--- config.mk ---
export PLATFORM = sky130hd
export DESIGN_NAME = lin_slave_transmit_path
export DESIGN_NICKNAME = d
export VERILOG_FILES = /design/src/logic/lin_link_pkg.sv /design/src/logic/lin_slave_transmit_path.sv
export SDC_FILE = /design/constraint.sdc
export NUM_CORES = 1
export LEC_CHECK = 0
export ABC_AREA = 1
export BUFFER_PORTS_ARGS = -buffer_cell sky130_fd_sc_hd__buf_2
export CAP_MARGIN = 20
export CORE_MARGIN = 5
export CORE_UTILIZATION = 64
export DETAILED_ROUTE_END_ITERATION = 8
export PLACE_DENSITY = 0.87
export SYNTH_ARGS = -nofsm -noshare
export SYNTH_HDL_FRONTEND = slang
export SYNTH_SLANG_ARGS = --single-unit
--- constraint.sdc ---
create_clock -name clock -period 8 [get_ports clock]
set_input_delay 0.8 -clock clock [delete_from_list [all_inputs] [get_ports clock]]
set_output_delay 0.8 -clock clock [all_outputs]
set_load 0.01 [all_outputs]
--- src/logic/lin_link_pkg.sv ---
// Purpose: Shared constants and types for the slave link transmit path.
// Assumes: Avalon-MM byte addresses, one 32-bit word per register.
// Notes: All offsets and field positions, and the baud reset value, live here.

package lin_link_pkg;

	// ------------------------------------------------------------------
	// Bus geometry
	// ------------------------------------------------------------------
	localparam int ADDR_W = 5;
	localparam int DATA_W = 32;
	localparam int BAUD_W = 16;

	// Register byte addresses.
	localparam logic [ADDR_W-1:0] OFS_LINK_CONFIG = 5'h00;
	localparam logic [ADDR_W-1:0] OFS_LINK_STATUS = 5'h04;
	localparam logic [ADDR_W-1:0] OFS_LINK_DATA = 5'h08;
	localparam logic [ADDR_W-1:0] OFS_BAUD_UPPER = 5'h0C;
	localparam logic [ADDR_W-1:0] OFS_BAUD_LOWER = 5'h10;

	// ------------------------------------------------------------------
	// Field positions
	// ------------------------------------------------------------------
	// Link config register.
	localparam int CFG_HALT_BIT = 0;
	localparam int CFG_LOCKOUT_BIT = 1;
	localparam int CFG_TIMER_EN_BIT = 2;
	localparam int CFG_RX_EN_BIT = 3;
	localparam int CFG_RX_ACT_BIT = 4;
	localparam int CFG_TX_RUN_BIT = 5;
	// Link status register.
	localparam int ST_OVERFLOW_BIT = 0;
	localparam int ST_RX_LOADED_BIT = 1;
	localparam int ST_TX_VACANT_BIT = 2;
	localparam int ST_WR_COLL_BIT = 3;
	localparam int ST_CLASH_BIT = 4;
	localparam int ST_DRV_OFF_BIT = 5;
	localparam int ST_SYNC_BIT = 6;

	// ------------------------------------------------------------------
	// Reset values and counts
	// ------------------------------------------------------------------
	localparam logic [BAUD_W-1:0] BAUD_RESET = 16'h0000;
	localparam logic [3:0] DATA_BITS = 4'h8;
	localparam logic [DATA_W-1:0] READ_ZERO = 32'h0000_0000;

	// Transmitter sequencing.
	typedef enum logic [1:0] {
		TX_IDLE,
		TX_STOP,
		TX_START,
		TX_DATA
	} tx_state_type;

	// Complete state of the block.
	typedef struct packed {
		logic rx_meta;
		logic rx_sync;
		logic rx_prev;
		logic waitreq;
		logic [DATA_W-1:0] rdata;
		logic halt;
		logic lockout;
		logic timer_en;
		logic rx_en;
		logic rx_act;
		logic tx_run;
		logic ovf;
		logic rx_loaded;
		logic tx_vacant;
		logic wr_coll;
		logic clash;
		logic drv_off;
		logic sync_flag;
		logic [BAUD_W-1:0] baud;
		logic [7:0] rx_buf;
		logic [7:0] rx_shift;
		logic [3:0] rx_cnt;
		logic [BAUD_W:0] rx_timer;
		logic [7:0] tx_buf;
		logic [7:0] tx_shift;
		logic [3:0] tx_cnt;
		logic [BAUD_W-1:0] tx_timer;
		tx_state_type tx_state;
		logic tx_line;
	} state_type;

endpackage

--- src/logic/lin_slave_transmit_path.sv ---
// Purpose: Transmit path of a single-wire slave link with receiver control.
// Assumes: Header detector on the same clock; receive line is a pin.
// Notes: Registers reached over Avalon-MM with waitrequest.
//
// Operation
// - Data write disables receiver, starts transmitter.
// - Vacant drops on write, returns when the byte moves to the shifter.
// - Write while full: keep old, flag collision.
// - Status read clears write collision flag.
// - Send leading one, zero start, eight data.
// - Continue with next byte, else stop running.
// - Clash: active receiver, edge, zero-for-one.
// - Clash stops transmitter, empties buffer, flags.
// - Bit end: zero sent, one seen means shutdown.
// - Shutdown stops transmitter, empties buffer, flags.
// - Sync strobe always deactivates the transmitter.
// - Reset: receiver unlocked but disabled until a header, idle timer disabled.
// - Zero stop bit disables receiver until sync.
// - Data port: read receive byte, write transmit.
// - Baud value is upper and lower concatenated.
// - Start, eight data, stop; sample mid-bit.
// - Halt strobe self-clears, resets receive control.
// - Header loads baud, enables receiver, flags sync.
//
// The Avalon-MM register port and the register addresses were decided locally.

`timescale 1ns/1ps

module lin_slave_transmit_path
	import lin_link_pkg::*;
(
	// Clock and reset.
	input wire logic clock,
	input wire logic sys_rst,
	// Avalon-MM register slave.
	input wire logic [ADDR_W-1:0] avm_address,
	input wire logic avm_read,
	input wire logic avm_write,
	input wire logic [DATA_W-1:0] avm_writedata,
	output logic [DATA_W-1:0] avm_readdata,
	output logic avm_waitrequest,
	// Header detector, same clock.
	input wire logic sync_strobe,
	input wire logic [BAUD_W-1:0] detected_baud,
	// Transceiver pins.
	input wire logic rx_line,
	output logic tx_line,
	// Inactivity timer control.
	output logic idle_timer_enable
);

	// ------------------------------------------------------------------
	// State
	// ------------------------------------------------------------------
	state_type s_reg; // Registered state.
	state_type s_next; // Next state.

	// ------------------------------------------------------------------
	// Next-state logic
	// ------------------------------------------------------------------
	// One combinational pass; later sections override earlier ones, so
	// the order below is the priority order, with hardware sets last.
	always_comb begin
		logic fall; // Falling edge on the synchronised line.
		logic [BAUD_W-1:0] bit_last; // Last count of one bit period.
		logic tx_bit_end; // Current transmit bit ends here.
		logic clash_ev; // Bus clash seen this cycle.
		logic drv_ev; // Transceiver shutdown seen this cycle.
		logic ovf_ev; // Receive overflow this cycle.
		logic load_ev; // Received byte lands in the buffer this cycle.
		logic access; // New bus request taken this cycle.
		s_next = s_reg;
		clash_ev = 1'b0;
		drv_ev = 1'b0;
		ovf_ev = 1'b0;
		load_ev = 1'b0;
		// A zero baud value would stall the counters; run one cycle per bit.
		bit_last = (s_reg.baud == BAUD_RESET) ? BAUD_RESET :
			s_reg.baud - 16'h0001;
		tx_bit_end = (s_reg.tx_timer == bit_last);
		// Only the second synchroniser stage and later feed logic.
		fall = s_reg.rx_prev & ~s_reg.rx_sync;
		access = s_reg.waitreq & (avm_read | avm_write);
		s_next.rx_meta = rx_line;
		s_next.rx_sync = s_reg.rx_meta;
		s_next.rx_prev = s_reg.rx_sync;
		s_next.halt = 1'b0;

		// --------------------------------------------------------------
		// Receiver
		// --------------------------------------------------------------
		if (s_reg.rx_act) begin
			if (s_reg.rx_timer == '0) begin
				s_next.rx_timer = {1'b0, bit_last};
				if (s_reg.rx_cnt != DATA_BITS) begin
					s_next.rx_shift = {s_reg.rx_sync, s_reg.rx_shift[7:1]};
					s_next.rx_cnt = s_reg.rx_cnt + 4'h1;
				end else begin
					// Middle of the stop bit: the byte is complete.
					s_next.rx_act = 1'b0;
					if (!s_reg.rx_sync) begin
						s_next.rx_en = 1'b0;
					end else if (s_reg.rx_loaded) begin
						ovf_ev = 1'b1;
					end else begin
						s_next.rx_buf = s_reg.rx_shift;
						// Set late so a data read in this cycle cannot hide it.
						load_ev = 1'b1;
					end
				end
			end else begin
				s_next.rx_timer = s_reg.rx_timer - 17'h00001;
			end
		end else if (s_reg.rx_en && fall) begin
			// Start edge: wait one and a half bits to the first data bit.
			s_next.rx_act = 1'b1;
			s_next.rx_cnt = 4'h0;
			s_next.rx_timer = {1'b0, bit_last} +
				{2'b00, s_reg.baud[BAUD_W-1:1]};
		end

		// --------------------------------------------------------------
		// Transmitter
		// --------------------------------------------------------------
		unique case (s_reg.tx_state)
			TX_IDLE: begin
				if (s_reg.tx_run && !s_reg.tx_vacant) begin
					s_next.tx_shift = s_reg.tx_buf;
					s_next.tx_vacant = 1'b1;
					s_next.tx_state = TX_STOP;
					s_next.tx_timer = BAUD_RESET;
					s_next.tx_line = 1'b1;
				end
			end
			TX_STOP: begin
				if (fall) begin
					clash_ev = 1'b1;
				end else if (tx_bit_end) begin
					s_next.tx_state = TX_START;
					s_next.tx_line = 1'b0;
					s_next.tx_timer = BAUD_RESET;
				end else begin
					s_next.tx_timer = s_reg.tx_timer + 16'h0001;
				end
			end
			TX_START: begin
				if (!tx_bit_end) begin
					s_next.tx_timer = s_reg.tx_timer + 16'h0001;
				end else if (s_reg.rx_sync) begin
					drv_ev = 1'b1;
				end else begin
					s_next.tx_state = TX_DATA;
					s_next.tx_line = s_reg.tx_shift[0];
					s_next.tx_cnt = 4'h0;
					s_next.tx_timer = BAUD_RESET;
				end
			end
			TX_DATA: begin
				if (!tx_bit_end) begin
					s_next.tx_timer = s_reg.tx_timer + 16'h0001;
				end else if (!s_reg.tx_line && s_reg.rx_sync) begin
					drv_ev = 1'b1;
				end else if (s_reg.tx_line && !s_reg.rx_sync) begin
					clash_ev = 1'b1;
				end else if (s_reg.tx_cnt == DATA_BITS - 4'h1) begin
					// Byte done; release the bus to recessive.
					s_next.tx_line = 1'b1;
					s_next.tx_timer = BAUD_RESET;
					if (!s_reg.tx_vacant) begin
						s_next.tx_shift = s_reg.tx_buf;
						s_next.tx_vacant = 1'b1;
						s_next.tx_state = TX_STOP;
					end else begin
						s_next.tx_run = 1'b0;
						s_next.tx_state = TX_IDLE;
					end
				end else begin
					s_next.tx_cnt = s_reg.tx_cnt + 4'h1;
					s_next.tx_shift = {1'b0, s_reg.tx_shift[7:1]};
					s_next.tx_line = s_reg.tx_shift[1];
					s_next.tx_timer = BAUD_RESET;
				end
			end
		endcase

		// --------------------------------------------------------------
		// Register slave
		// --------------------------------------------------------------
		// A request is served at the edge where waitrequest is high and
		// answered one cycle later with waitrequest low.
		s_next.waitreq = ~access;
		if (access) begin
			s_next.rdata = READ_ZERO;
		end
		if (access && avm_read) begin
			unique case (avm_address)
				OFS_LINK_CONFIG: begin
					s_next.rdata[CFG_HALT_BIT] = s_reg.halt;
					s_next.rdata[CFG_LOCKOUT_BIT] = s_reg.lockout;
					s_next.rdata[CFG_TIMER_EN_BIT] = s_reg.timer_en;
					s_next.rdata[CFG_RX_EN_BIT] = s_reg.rx_en;
					s_next.rdata[CFG_RX_ACT_BIT] = s_reg.rx_act;
					s_next.rdata[CFG_TX_RUN_BIT] = s_reg.tx_run;
				end
				OFS_LINK_STATUS: begin
					s_next.rdata[ST_OVERFLOW_BIT] = s_reg.ovf;
					s_next.rdata[ST_RX_LOADED_BIT] = s_reg.rx_loaded;
					s_next.rdata[ST_TX_VACANT_BIT] = s_reg.tx_vacant;
					s_next.rdata[ST_WR_COLL_BIT] = s_reg.wr_coll;
					s_next.rdata[ST_CLASH_BIT] = s_reg.clash;
					s_next.rdata[ST_DRV_OFF_BIT] = s_reg.drv_off;
					s_next.rdata[ST_SYNC_BIT] = s_reg.sync_flag;
					s_next.wr_coll = 1'b0;
				end
				OFS_LINK_DATA: begin
					s_next.rdata[7:0] = s_reg.rx_buf;
					s_next.rx_loaded = 1'b0;
				end
				OFS_BAUD_UPPER: begin
					s_next.rdata[7:0] = s_reg.baud[15:8];
				end
				OFS_BAUD_LOWER: begin
					s_next.rdata[7:0] = s_reg.baud[7:0];
				end
				default: begin
					// Unmapped addresses read as zero.
				end
			endcase
		end
		if (access && avm_write) begin
			unique case (avm_address)
				OFS_LINK_CONFIG: begin
					s_next.halt = avm_writedata[CFG_HALT_BIT];
					s_next.lockout = avm_writedata[CFG_LOCKOUT_BIT];
					s_next.timer_en = avm_writedata[CFG_TIMER_EN_BIT];
				end
				OFS_LINK_STATUS: begin
					// Sticky event flags other than write collision clear by writing one.
					if (avm_writedata[ST_OVERFLOW_BIT]) s_next.ovf = 1'b0;
					if (avm_writedata[ST_CLASH_BIT]) s_next.clash = 1'b0;
					if (avm_writedata[ST_DRV_OFF_BIT]) s_next.drv_off = 1'b0;
					if (avm_writedata[ST_SYNC_BIT]) s_next.sync_flag = 1'b0;
				end
				OFS_LINK_DATA: begin
					if (s_reg.tx_vacant) begin
						s_next.tx_buf = avm_writedata[7:0];
						s_next.tx_vacant = 1'b0;
						s_next.rx_en = 1'b0;
						s_next.rx_act = 1'b0;
						s_next.tx_run = 1'b1;
						if (s_reg.rx_act) clash_ev = 1'b1;
					end else begin
						s_next.wr_coll = 1'b1;
					end
				end
				OFS_BAUD_UPPER: begin
					s_next.baud[15:8] = avm_writedata[7:0];
				end
				OFS_BAUD_LOWER: begin
					s_next.baud[7:0] = avm_writedata[7:0];
				end
				default: begin
					// Unmapped writes are ignored.
				end
			endcase
		end

		// --------------------------------------------------------------
		// Receiver halt, error aborts, header sync
		// --------------------------------------------------------------
		if (s_reg.halt) begin
			s_next.rx_en = 1'b0;
			s_next.rx_act = 1'b0;
			s_next.rx_cnt = 4'h0;
			s_next.rx_timer = '0;
		end
		// Flags set after the clears so that an event is never lost.
		if (ovf_ev) s_next.ovf = 1'b1;
		if (load_ev) s_next.rx_loaded = 1'b1;
		if (clash_ev || drv_ev || sync_strobe) begin
			s_next.tx_run = 1'b0;
			s_next.tx_vacant = 1'b1;
			s_next.tx_state = TX_IDLE;
			s_next.tx_line = 1'b1;
		end
		if (clash_ev) s_next.clash = 1'b1;
		if (drv_ev) s_next.drv_off = 1'b1;
		// A locked-out receiver ignores headers; the transmitter abort above still happens.
		if (sync_strobe && !s_reg.lockout) begin
			s_next.baud = detected_baud;
			s_next.rx_en = 1'b1;
			s_next.rx_act = 1'b0;
			s_next.rx_cnt = 4'h0;
			s_next.sync_flag = 1'b1;
		end
	end

	// ------------------------------------------------------------------
	// State register
	// ------------------------------------------------------------------
	// Synchronous reset; every field takes a constant.
	always_ff @(posedge clock) begin
		if (sys_rst) begin
			s_reg <= '0;
			s_reg.rx_meta <= 1'b1;
			s_reg.rx_sync <= 1'b1;
			s_reg.rx_prev <= 1'b1;
			s_reg.waitreq <= 1'b1;
			s_reg.lockout <= 1'b0;
			s_reg.timer_en <= 1'b0;
			s_reg.tx_vacant <= 1'b1;
			s_reg.baud <= BAUD_RESET;
			s_reg.tx_state <= TX_IDLE;
			s_reg.tx_line <= 1'b1;
		end else begin
			s_reg <= s_next;
		end
	end

	// ------------------------------------------------------------------
	// Outputs, all straight from the state register
	// ------------------------------------------------------------------
	assign avm_readdata = s_reg.rdata;
	assign avm_waitrequest = s_reg.waitreq;
	assign tx_line = s_reg.tx_line;
	assign idle_timer_enable = s_reg.timer_en;

endmodule // lin_slave_transmit_path

==> results by group, run 1 <==
GRT
  – Grt total ovfl: 0
  – First-pass GRT wire length: between 30000 and 40000 um
  – Vias in the first global route: between 7000 and 8000
  – Total global-route track usage: 0.322
  – Pin count of the biggest net entering global routing: 39
  – Initial antenna violation count: 0

Power and ir drop
  – Total power per unit cell area: slightly above 200 nW/um2
  – Leak pwr: about 3.9 nW
  – Clock share of power: 0.460
  – Sw frac: 0.336
  – Internal: 1.18 mW
  – Switching pwr: roughly 600 uW
  – Combinational share of power: 0.194
  – Seq pwr share: 0.346
  – Max IR drop VDD: between 0.00015 and 0.0002 V

Timing
  – Worst slew margin: 0.227
  – Max Clk Rate: around 0.26 GHz
  – Clock skew: between 0.008 and 0.009 ns
  – RSZ-0062 raised after global routing: false
  – Pins over their slew limit: 0
  – Slew @ Worst Pin: around 1.1 ns
  – Final Critical Period: about 3.9 ns
  – Final period util: 0.487
  – Final setup fails: 0
  – Setup TNS Final: 0 ns
  – Fin. Hold Viols: 0

Clocking
  – Setup Buffers After CTS: 0
  – Clk slew on worst S/H paths: ~0.06 ns
  – CTS Buf Count: 17
  – CTS Hold Bufs: 0
  – CTS Root Cell: clkbuf_16
  – CTS-repair resized insts: 0
  – CTS tree: yes
  – Clock sinks: between 100 and 150
  – Max clock buf depth: 2
  – Worst-Skew Late Latency: between 0.4 and 0.5 ns
  – H-tree Lvls: 4

Die
  – Starting Density: 0.654
  – Die span in x: between 100 and 150 um
  – Row count: 40
  – DIE AREA: 14600 um2
  – Num ports: between 90 and 100
  – Core area: about 12000 um2
  – Die Y: ~120 um

Outcome
  – Outcome: finished clean

Route
  – Vias: about 8400
  – WL/cell: around 16 um
  – DRT iter0 DRCs: between 800 and 900
  – DR vias/cell: a little under 6
  – Routed WL: 23100 um
  – Pre-antenna DRT Iters: 8
  – Antenna-violating nets left: 0
  – Residual DRC: 0

Worst setup path
  – Worst R2R Start: s_reg[77]
  – Worst EP arrival: approximately 4.2 ns
  – Crit path launch: s_reg[77]
  – CP Launch Type: register
  – Max FO, Critical Path: 25
  – Worst path required time: roughly 8.3 ns
  – CP Capture Type: register
  – Crit Path Category: register to register

Cells and area
  – Max FFs per register: around 100
  – Number of nets in the layout: around 1300
  – Fillers: roughly 970
  – Share of cells above drive strength 1: 0.0922
  – Antenna Cells: 0
  – Area grow syn2layout: 9.84%
  – Sequential cell area: between 2000 and 2500 um2
  – Final non-filler cell total: 1437
  – Multi-input gate area: ~4600 um2

Logic synthesis
  – Syn Std Cell Area: between 7000 and 8000 um2
  – Top cell type's share of synthesized area: 0.297
  – Syn avg cell area: around 6.4 um2
  – Most used DFF post-synth: dfxtp_1
  – Mapped Cells: 1230
  – FF+latch count, synth: between 100 and 150
  – Largest area contributor in the netlist: dfxtp_1
  – Sequential share of the synthesized area: 0.297
  – Top-count cell post-synth: nand2_1
  – Synth area leaders: dfxtp_1 (30%), nand2_1 (12%), inv_1 (8.2%), a21oi_1 (7.4%), o21ai_0 (7.3%)
  – Post-synth ARST share: 0
  – Post-synth EDFFs: 0
  – Post-synth cell types: 49
  – Ys Warns: 0
  – Synth top cells by count: nand2_1 (251), inv_1 (172), nor2_1 (119)

Hold path
  – Hold Path Class: register to register
  – Worst Min Path Start: s_next[139]

Place
  – PortBufs: 45
  – Dpl cells: between 1000 and 1500
  – Gpl congestion: 0.992
  – DP Wirelength: between 15000 and 20000 um

Job
  – MaxCap Viol Count: 0
-- per-layer routing --
metal,wire length [um],track usage
met1,9490,0.412
met5,0,0.0110
met2,10400,0.511
met3,2130,0.0727
met4,1100,0.154
-- power by group through the flow --
| stage | Sequential [mW] | Clock, mW | Combinational [mW] |
|---|---|---|---|
| floorplan | 0.619 | 0 | 0.260 |
| global route | 0.615 | 0.850 | 0.384 |
| detailed placement | 0.626 | 0 | 0.332 |
| global placement | 0.626 | 0 | 0.327 |
| finish | 0.615 | 0.817 | 0.346 |
| CTS | 0.613 | 0.820 | 0.337 |
-- through the flow --
step | hold WS (ns) | setup WS [ns] | power (mW) | cell area [um2] | utilization
floorplan | 0.389 | 4.88 | 0.879 | 7970 | -
CTS | 0.422 | 4.20 | 1.77 | 8650 | 0.717
global placement | 0.393 | 4.30 | 0.953 | 8030 | 0.665
finish | 0.423 | 4.11 | 1.78 | 8660 | 0.718
global route | 0.446 | 3.62 | 1.85 | 8660 | 0.718
detailed placement | 0.407 | 4.24 | 0.958 | 8030 | 0.665
-- cell type report --
type | instances | area share
clock buffers | 17 | 0.0491
clock inverters | 15 | 0.0234
inverters | 178 | 0.0771
multi-input cells | 895 | 0.528
flip-flops and latches | 117 | 0.270
well taps | 168 | 0.0243
repair buffers | 47 | 0.0277
-- path summary, 6_finish.rpt --
kind | end | slack (ns) | cells past startpoint
worst max-delay path | s_reg[51] | 4.11 | 20
worst min-delay path | s_next[138] | 0.42 | 1
worst max register to register | s_reg[51] | 4.11 | 20
worst min register to register | s_next[138] | 0.42 | 1
-- placed cells by master (no fill, tap or decap), types with 17 or more instances in the layout --
master	count
nand2_1	251
nand4_1	26
nand3_1	78
nor2_1	119
a21oi_1	116
o21ai_0	115
ha_1	25
conb_1	24
buf_2	45
nor3_1	18
inv_1	172
clkbuf_16	17
dfxtp_1	117
-- kinds of logic after synthesis --
kind of cell / Yosys count / share of synthesized area
xor gates and xnor gates: 17 / 0.0189
adders and majority gates: 26 / 0.0422
buffers and inverters: 241 / 0.134
other: 1 / 0.000476
DFF: 117 / 0.297
AOI/OAI and AO/OA: 297 / 0.207
and+or+nand+nor: 531 / 0.300
-- worst max-delay path, cell delays in order, from the launching register on --
cell,delay [ns]
dfxtp_1,0.41
inv_1,0.11
ha_1,0.27
nand2_2,0.15
nor2_4,0.06
nand2_4,0.24
nand2_2,0.13
inv_1,0.08
ha_1,0.16
inv_1,0.06
fa_1,0.42
o21ai_0,0.33
a21oi_1,0.21
o21ai_0,0.29
a21boi_0,0.18
o21ai_0,0.24
a21oi_1,0.09
o21ai_0,0.13
nand3_1,0.10
nand2_1,0.10
inv_1,0.04
(Power assumes the default switching activity.)
==> run 2, diff against run 1 <==
--- a/config.mk
+++ b/config.mk
@@ -9,9 +9,9 @@
 export BUFFER_PORTS_ARGS = -buffer_cell sky130_fd_sc_hd__buf_2
 export CAP_MARGIN = 20
 export CORE_MARGIN = 5
-export CORE_UTILIZATION = 64
+export CORE_UTILIZATION = 54
 export DETAILED_ROUTE_END_ITERATION = 8
-export PLACE_DENSITY = 0.87
+export PLACE_DENSITY = 0.78
 export SYNTH_ARGS = -nofsm -noshare
 export SYNTH_HDL_FRONTEND = slang
 export SYNTH_SLANG_ARGS = --single-unit
==> constraint.sdc (replaced) <==
create_clock -name clock -period 3.5 [get_ports clock]
set_input_delay 0.35 -clock clock [delete_from_list [all_inputs] [get_ports clock]]
set_output_delay 0.35 -clock clock [all_outputs]
set_load 0.01 [all_outputs]
==> run 2 against run 1 <==
Against the previous run:
- cell count up 3.1%
- via count decreased by 0.90%
- clock power increased by 130%
- clock skew up 0.00095 ns
- sequential power rose by 130%
- clock-buffer cell count rose by 2
- global-route usage down 4.5 points
- first-iteration DRC count rose by 7.6%
- sequential share of layout area fell by 0.70 points
- critical path type unchanged
- largest cell class unchanged
==> results by group, run 2 (same netlist as run 1, synthesis figures left out) <==
Clocking
  – Worst-Skew Late Latency: between 0.4 and 0.5 ns
  – Setup Buffers After CTS: 0
  – CTS-repair resized insts: 0
  – CTS Buf Count: 17
  – Max clock buf depth: 2
  – CTS Root Cell: clkbuf_16
  – H-tree Lvls: 4
  – CTS Hold Bufs: 0
  – Clock sinks: 117
  – CTS tree: yes
  – Clk slew on worst S/H paths: about 0.060 ns

GRT
  – Total global-route track usage: 0.276
  – Vias in the first global route: 7615
  – Pin count of the biggest net entering global routing: 38
  – Grt total ovfl: 0
  – Initial antenna violation count: 0
  – First-pass GRT wire length: between 30000 and 40000 um

Cells and area
  – Fillers: between 1000 and 1500
  – Area grow syn2layout: 12.7%
  – Share of cells above drive strength 1: 0.112
  – Number of nets in the layout: 1370
  – Most frequent cells in the layout: nand2_1 (251), inv_1 (172), nor2_1 (119)
  – Commonest non-fill, non-tap cell in the layout: nand2_1
  – Final non-filler cell total: 1482
  – Max FFs per register: between 100 and 150
  – Antenna Cells: 0

Power and ir drop
  – Leak pwr: slightly above 4 nW
  – Max IR drop VDD: between 0.0004 and 0.0005 V
  – Total power per unit cell area: roughly 460 nW/um2

Timing
  – Max Clk Rate: 0.318 GHz
  – Setup TNS Final: 0 ns
  – Final Critical Period: roughly 3.1 ns
  – Fin. Hold Viols: 0
  – Final period util: 0.898
  – Worst slew margin: 0.467
  – RSZ-0062 raised after global routing: false
  – Final setup fails: 0
  – Slew @ Worst Pin: about 0.80 ns
  – Clock skew: around 0.0090 ns
  – Pins over their slew limit: 0

Route
  – WL/cell: about 16 um
  – DRT iter0 DRCs: between 900 and 1000
  – DR vias/cell: approximately 5.6
  – Residual DRC: 0
  – Routed WL: 23100 um
  – Vias: around 8400
  – Antenna-violating nets left: 0
  – Pre-antenna DRT Iters: 6

Place
  – PortBufs: 45
  – DP Wirelength: around 17000 um
  – Gpl congestion: 1.02
  – Dpl cells: approximately 1400

Job
  – MaxCap Viol Count: 0

Die
  – Starting Density: 0.547
  – Core area: approximately 14000 um2
  – Row count: 44
  – DIE AREA: approximately 17000 um2
  – Die Y: between 100 and 150 um
  – Num ports: 94
  – Die span in x: about 130 um

Outcome
  – Outcome: finished clean

Worst setup path
  – Worst path required time: between 3 and 4 ns
  – Critical path's slowest cell: dfxtp_1
  – Max FO, Critical Path: 12
  – CP Launch Type: register
  – Slowest stage delay, CP: about 0.31 ns
  – Crit path max-delay family: simple AND/OR/NAND/NOR gates
  – Most frequent CP cell: nand2_1
  – Buf/Inv on CP: 4
  – Worst EP arrival: around 3.4 ns
  – Crit Path Category: register to register
  – CP Capture Type: register
  – CP Cell Sequence: inv_2 > ha_1 > nand2_2 > nor2_4 > nand2_4 > nand2_1 > inv_1 > ha_1 > a21oi_1 > o21ai_0 > nand2_1 > nand2_1 > inv_1 > o21ai_0 > buf_4 > or2_2 > a31oi_1 > a21oi_1

Hold path
  – Hold Path Class: primary input to register
[run 2: cell types whose count changed in the layout (fill, tap and decap cells not counted)]
| cell | delta |
|---|---|
| clkbuf_8 | +1 |
| clkinv_2 | +1 |
| bufinv_16 | +1 |
| o21ai_1 | +2 |
| clkinv_8 | -2 |
| inv_8 | -6 |
| clkbuf_4 | +1 |
| o21ai_0 | -3 |
| buf_4 | +28 |
| o21ai_2 | +1 |
| clkbuf_1 | +1 |
| clkinv_4 | +4 |
[run 2: power by group]
group          switching (mW)  internal (mW)  total (mW)
clock network           0.699           1.15        1.85
logic                   0.564          0.277       0.841
registers              0.0251           1.36        1.39
total                    1.29           2.79        4.07
[run 2: path summary, 6_finish.rpt]
kind	from	to	slack (ns)	depth (start not counted)
worst min-delay path	rx_line	s_next[139]	0.11	2
worst max-delay path	s_reg[76]	s_reg[46]	0.36	18
worst min register to register	s_next[139]	s_next[138]	0.41	1
worst max register to register	s_reg[76]	s_reg[46]	0.36	18
[run 2: through the flow]
stage | setup WS (ns) | instance area, um2 | total power [mW] | hold slack (ns) | util
CTS | 0.146 | 8880 | 4.06 | 0.110 | 0.616
detailed placement | 0.166 | 8260 | 2.23 | 0.397 | 0.573
floorplan | 0.381 | 7970 | 2.01 | 0.389 | -
global route | 0.0131 | 8890 | 4.24 | 0.112 | 0.616
global placement | 0.248 | 8260 | 2.22 | 0.394 | 0.573
finish | 0.357 | 8890 | 4.07 | 0.112 | 0.616
[run 2: final cells by class]
type,count,area (um2),share of cell area
clock inverters,13,173,0.0194
flip-flops and latches,117,2340,0.263
well taps,184,230,0.0259
repair buffers,76,458,0.0515
multi-input cells,895,4580,0.515
inverters,178,668,0.0752
clock buffers,19,443,0.0498
[run 2: layer usage]
metal  global-route usage  wire [um]
met4                0.114        790
met1                0.369       9980
met2                0.430      10300
met3               0.0659       1980
met5                    0          0
==> run 3, diff against run 2 <==
==> constraint.sdc (replaced) <==
create_clock -name clock -period 2.6 [get_ports clock]
set_input_delay 0.26 -clock clock [delete_from_list [all_inputs] [get_ports clock]]
set_output_delay 0.26 -clock clock [all_outputs]
set_load 0.01 [all_outputs]
==> run 3 against run 2 <==
Against the previous run:
- cell count increased by 8.3%
- the flow now finishes with violations (negative setup slack)
- final area grew 17%
- fmax rose by 16%
- clock power increased by 36%
- worst setup slack got worse by 0.46 ns
- critical path depth unchanged
==> results by group, run 3 (same netlist as run 1, synthesis figures left out) <==
Cells and area
  – Number of nets in the layout: ~1500
  – Most frequent cells in the layout: nand2_1 (235), inv_1 (165), buf_4 (143)
  – Commonest non-fill, non-tap cell in the layout: nand2_1
  – Max FFs per register: between 100 and 150
  – Design Area, Final: between 10000 and 15000 um2
  – Final Core Density: 0.719
  – Fillers: around 1100
  – Multi-input gate area: between 5000 and 6000 um2
  – Antenna Cells: 0
  – Share of cells above drive strength 1: 0.257
  – Sequential cell area: 2350 um2
  – Area grow syn2layout: 31.5%
  – Final non-filler cell total: 1605

Timing
  – Setup TNS Final: -0.639 ns
  – Final WS setup: -0.101 ns
  – RSZ-0062 raised after global routing: true
  – Pins over their slew limit: 0
  – Max Clk Rate: ~0.37 GHz
  – Worst slew margin: 0.463
  – Final setup fails: 18
  – Fin. Hold Viols: 0
  – Clock skew: 0.00633 ns
  – Final period util: 1.04
  – Final Critical Period: 2.70 ns
  – Slew @ Worst Pin: about 0.80 ns

Place
  – Placed inst area: between 9000 and 10000 um2
  – DP Wirelength: 18500 um
  – Gpl congestion: a little under 1
  – Dpl cells: around 1600
  – PortBufs: 45

Power and ir drop
  – Combinational share of power: 0.283
  – Max IR drop VDD: approximately 0.0005 V
  – Total power: between 6 and 7 mW
  – Switching pwr: approximately 2.0 mW
  – Seq pwr share: 0.306
  – Sw frac: 0.327
  – Total power per unit cell area: slightly below 600 nW/um2
  – Internal: 4.12 mW
  – Clock share of power: 0.410
  – Leak pwr: ~4.7 nW

Die
  – DIE AREA: 17100 um2
  – Die span in x: 131 um
  – Die Y: 131 um
  – Starting Density: 0.547
  – Core area: between 10000 and 15000 um2
  – Row count: 44
  – Num ports: 94

Clocking
  – Clk slew on worst S/H paths: around 0.060 ns
  – Clock sinks: between 100 and 150
  – H-tree Lvls: 4
  – CTS tree: yes
  – Max clock buf depth: 2
  – CTS Root Cell: clkbuf_16
  – CTS Buf Count: 17
  – CTS Hold Bufs: 0
  – Worst-Skew Late Latency: approximately 0.43 ns

Route
  – Vias: about 9200
  – Pre-antenna DRT Iters: 7
  – Residual DRC: 0
  – DR vias/cell: ~5.7
  – DRT iter0 DRCs: approximately 940
  – Antenna-violating nets left: 0
  – WL/cell: 16.4 um
  – Routed WL: approximately 26000 um

Job
  – MaxCap Viol Count: 0

Worst setup path
  – Crit Path Category: register to register
  – Flop-to-flop setup slack: -0.10 ns
  – CP Launch Type: register
  – Max FO, Critical Path: 5
  – Worst path required time: roughly 3 ns
  – Worst EP arrival: between 3 and 4 ns
  – CP Capture Type: register

GRT
  – Initial antenna violation count: 0
  – Pin count of the biggest net entering global routing: 37
  – Grt total ovfl: 0
  – Total global-route track usage: 0.297
  – First-pass GRT wire length: slightly above 40000 um
  – Vias in the first global route: about 8500

Outcome
  – Outcome: finished with violations
  – Failing checks: negative setup slack

Hold path
  – Hold Path Class: primary input to register
[run 3: cell type report]
class                           count  area share
Clock buffer                       18      0.0414
Clock inverter                     14      0.0185
Inverter                          178      0.0652
Multi-Input combinational cell    898       0.492
Sequential cell                   117       0.227
Tap cell                          184      0.0222
Timing Repair Buffer              196       0.134
[run 3: timing repair]
item / in CTS / in global routing
setup buffers: 7 / 9
pin swaps: 14 / 38
resized for setup: 34 / 104
endpoints found under the setup margin: 32 / 56
cloned: 3 / 1
endpoints found under the hold margin: 0 / 0
[run 3: worst paths after layout]
kind | start | end | cells past startpoint
worst max register to register | s_reg[86] | s_reg[54] | 18
worst min register to register | s_next[139] | s_next[138] | 1
worst min-delay path | rx_line | s_next[139] | 2
worst max-delay path | s_reg[86] | s_reg[54] | 18
[run 3: power by group through the flow]
stage	logic, mW	registers (mW)	clock network, mW
floorplan	0.821	1.91	0
global placement	1.38	1.90	0
detailed placement	1.40	1.91	0
CTS	1.48	1.87	2.51
global route	1.86	1.88	2.60
finish	1.73	1.87	2.51
[run 3: per-layer routing]
layer | vias to the layer above | routed length (um) | part of all wire | track usage
met3 | 92 | 2040 | 0.077 | 0.0557
met1 | 4224 | 10800 | 0.41 | 0.379
met5 | - | 0 | 0 | 0
li1 | 4390 | - | - | -
met2 | 478 | 12400 | 0.47 | 0.486
met4 | 0 | 1170 | 0.044 | 0.140
[run 3: per-stage QoR]
step | worst slack (ns) | hold WS, ns
after floorplan | -0.0281 | 0.364
final | -0.101 | 0.0161
after CTS | -0.0825 | 0.0113
after detailed placement | -0.142 | 0.408
after global routing | -0.267 | 0.0294
after global placement | -0.0719 | 0.394
[run 3: critical path: stages (launching register included)]
cell and delay [ns]:
dfxtp_1 0.32, buf_4 0.17, inv_1 0.10, buf_4 0.15
nand2_1 0.08, nor2_1 0.15, nor2_1 0.07, nand2_1 0.08
nand2_1 0.11, ha_1 0.35, a21oi_2 0.16, o21a_1 0.16
o221ai_1 0.11, a31oi_1 0.22, a21oi_1 0.09, o21ai_1 0.08
nand3_1 0.09, nand2_1 0.07, inv_1 0.03
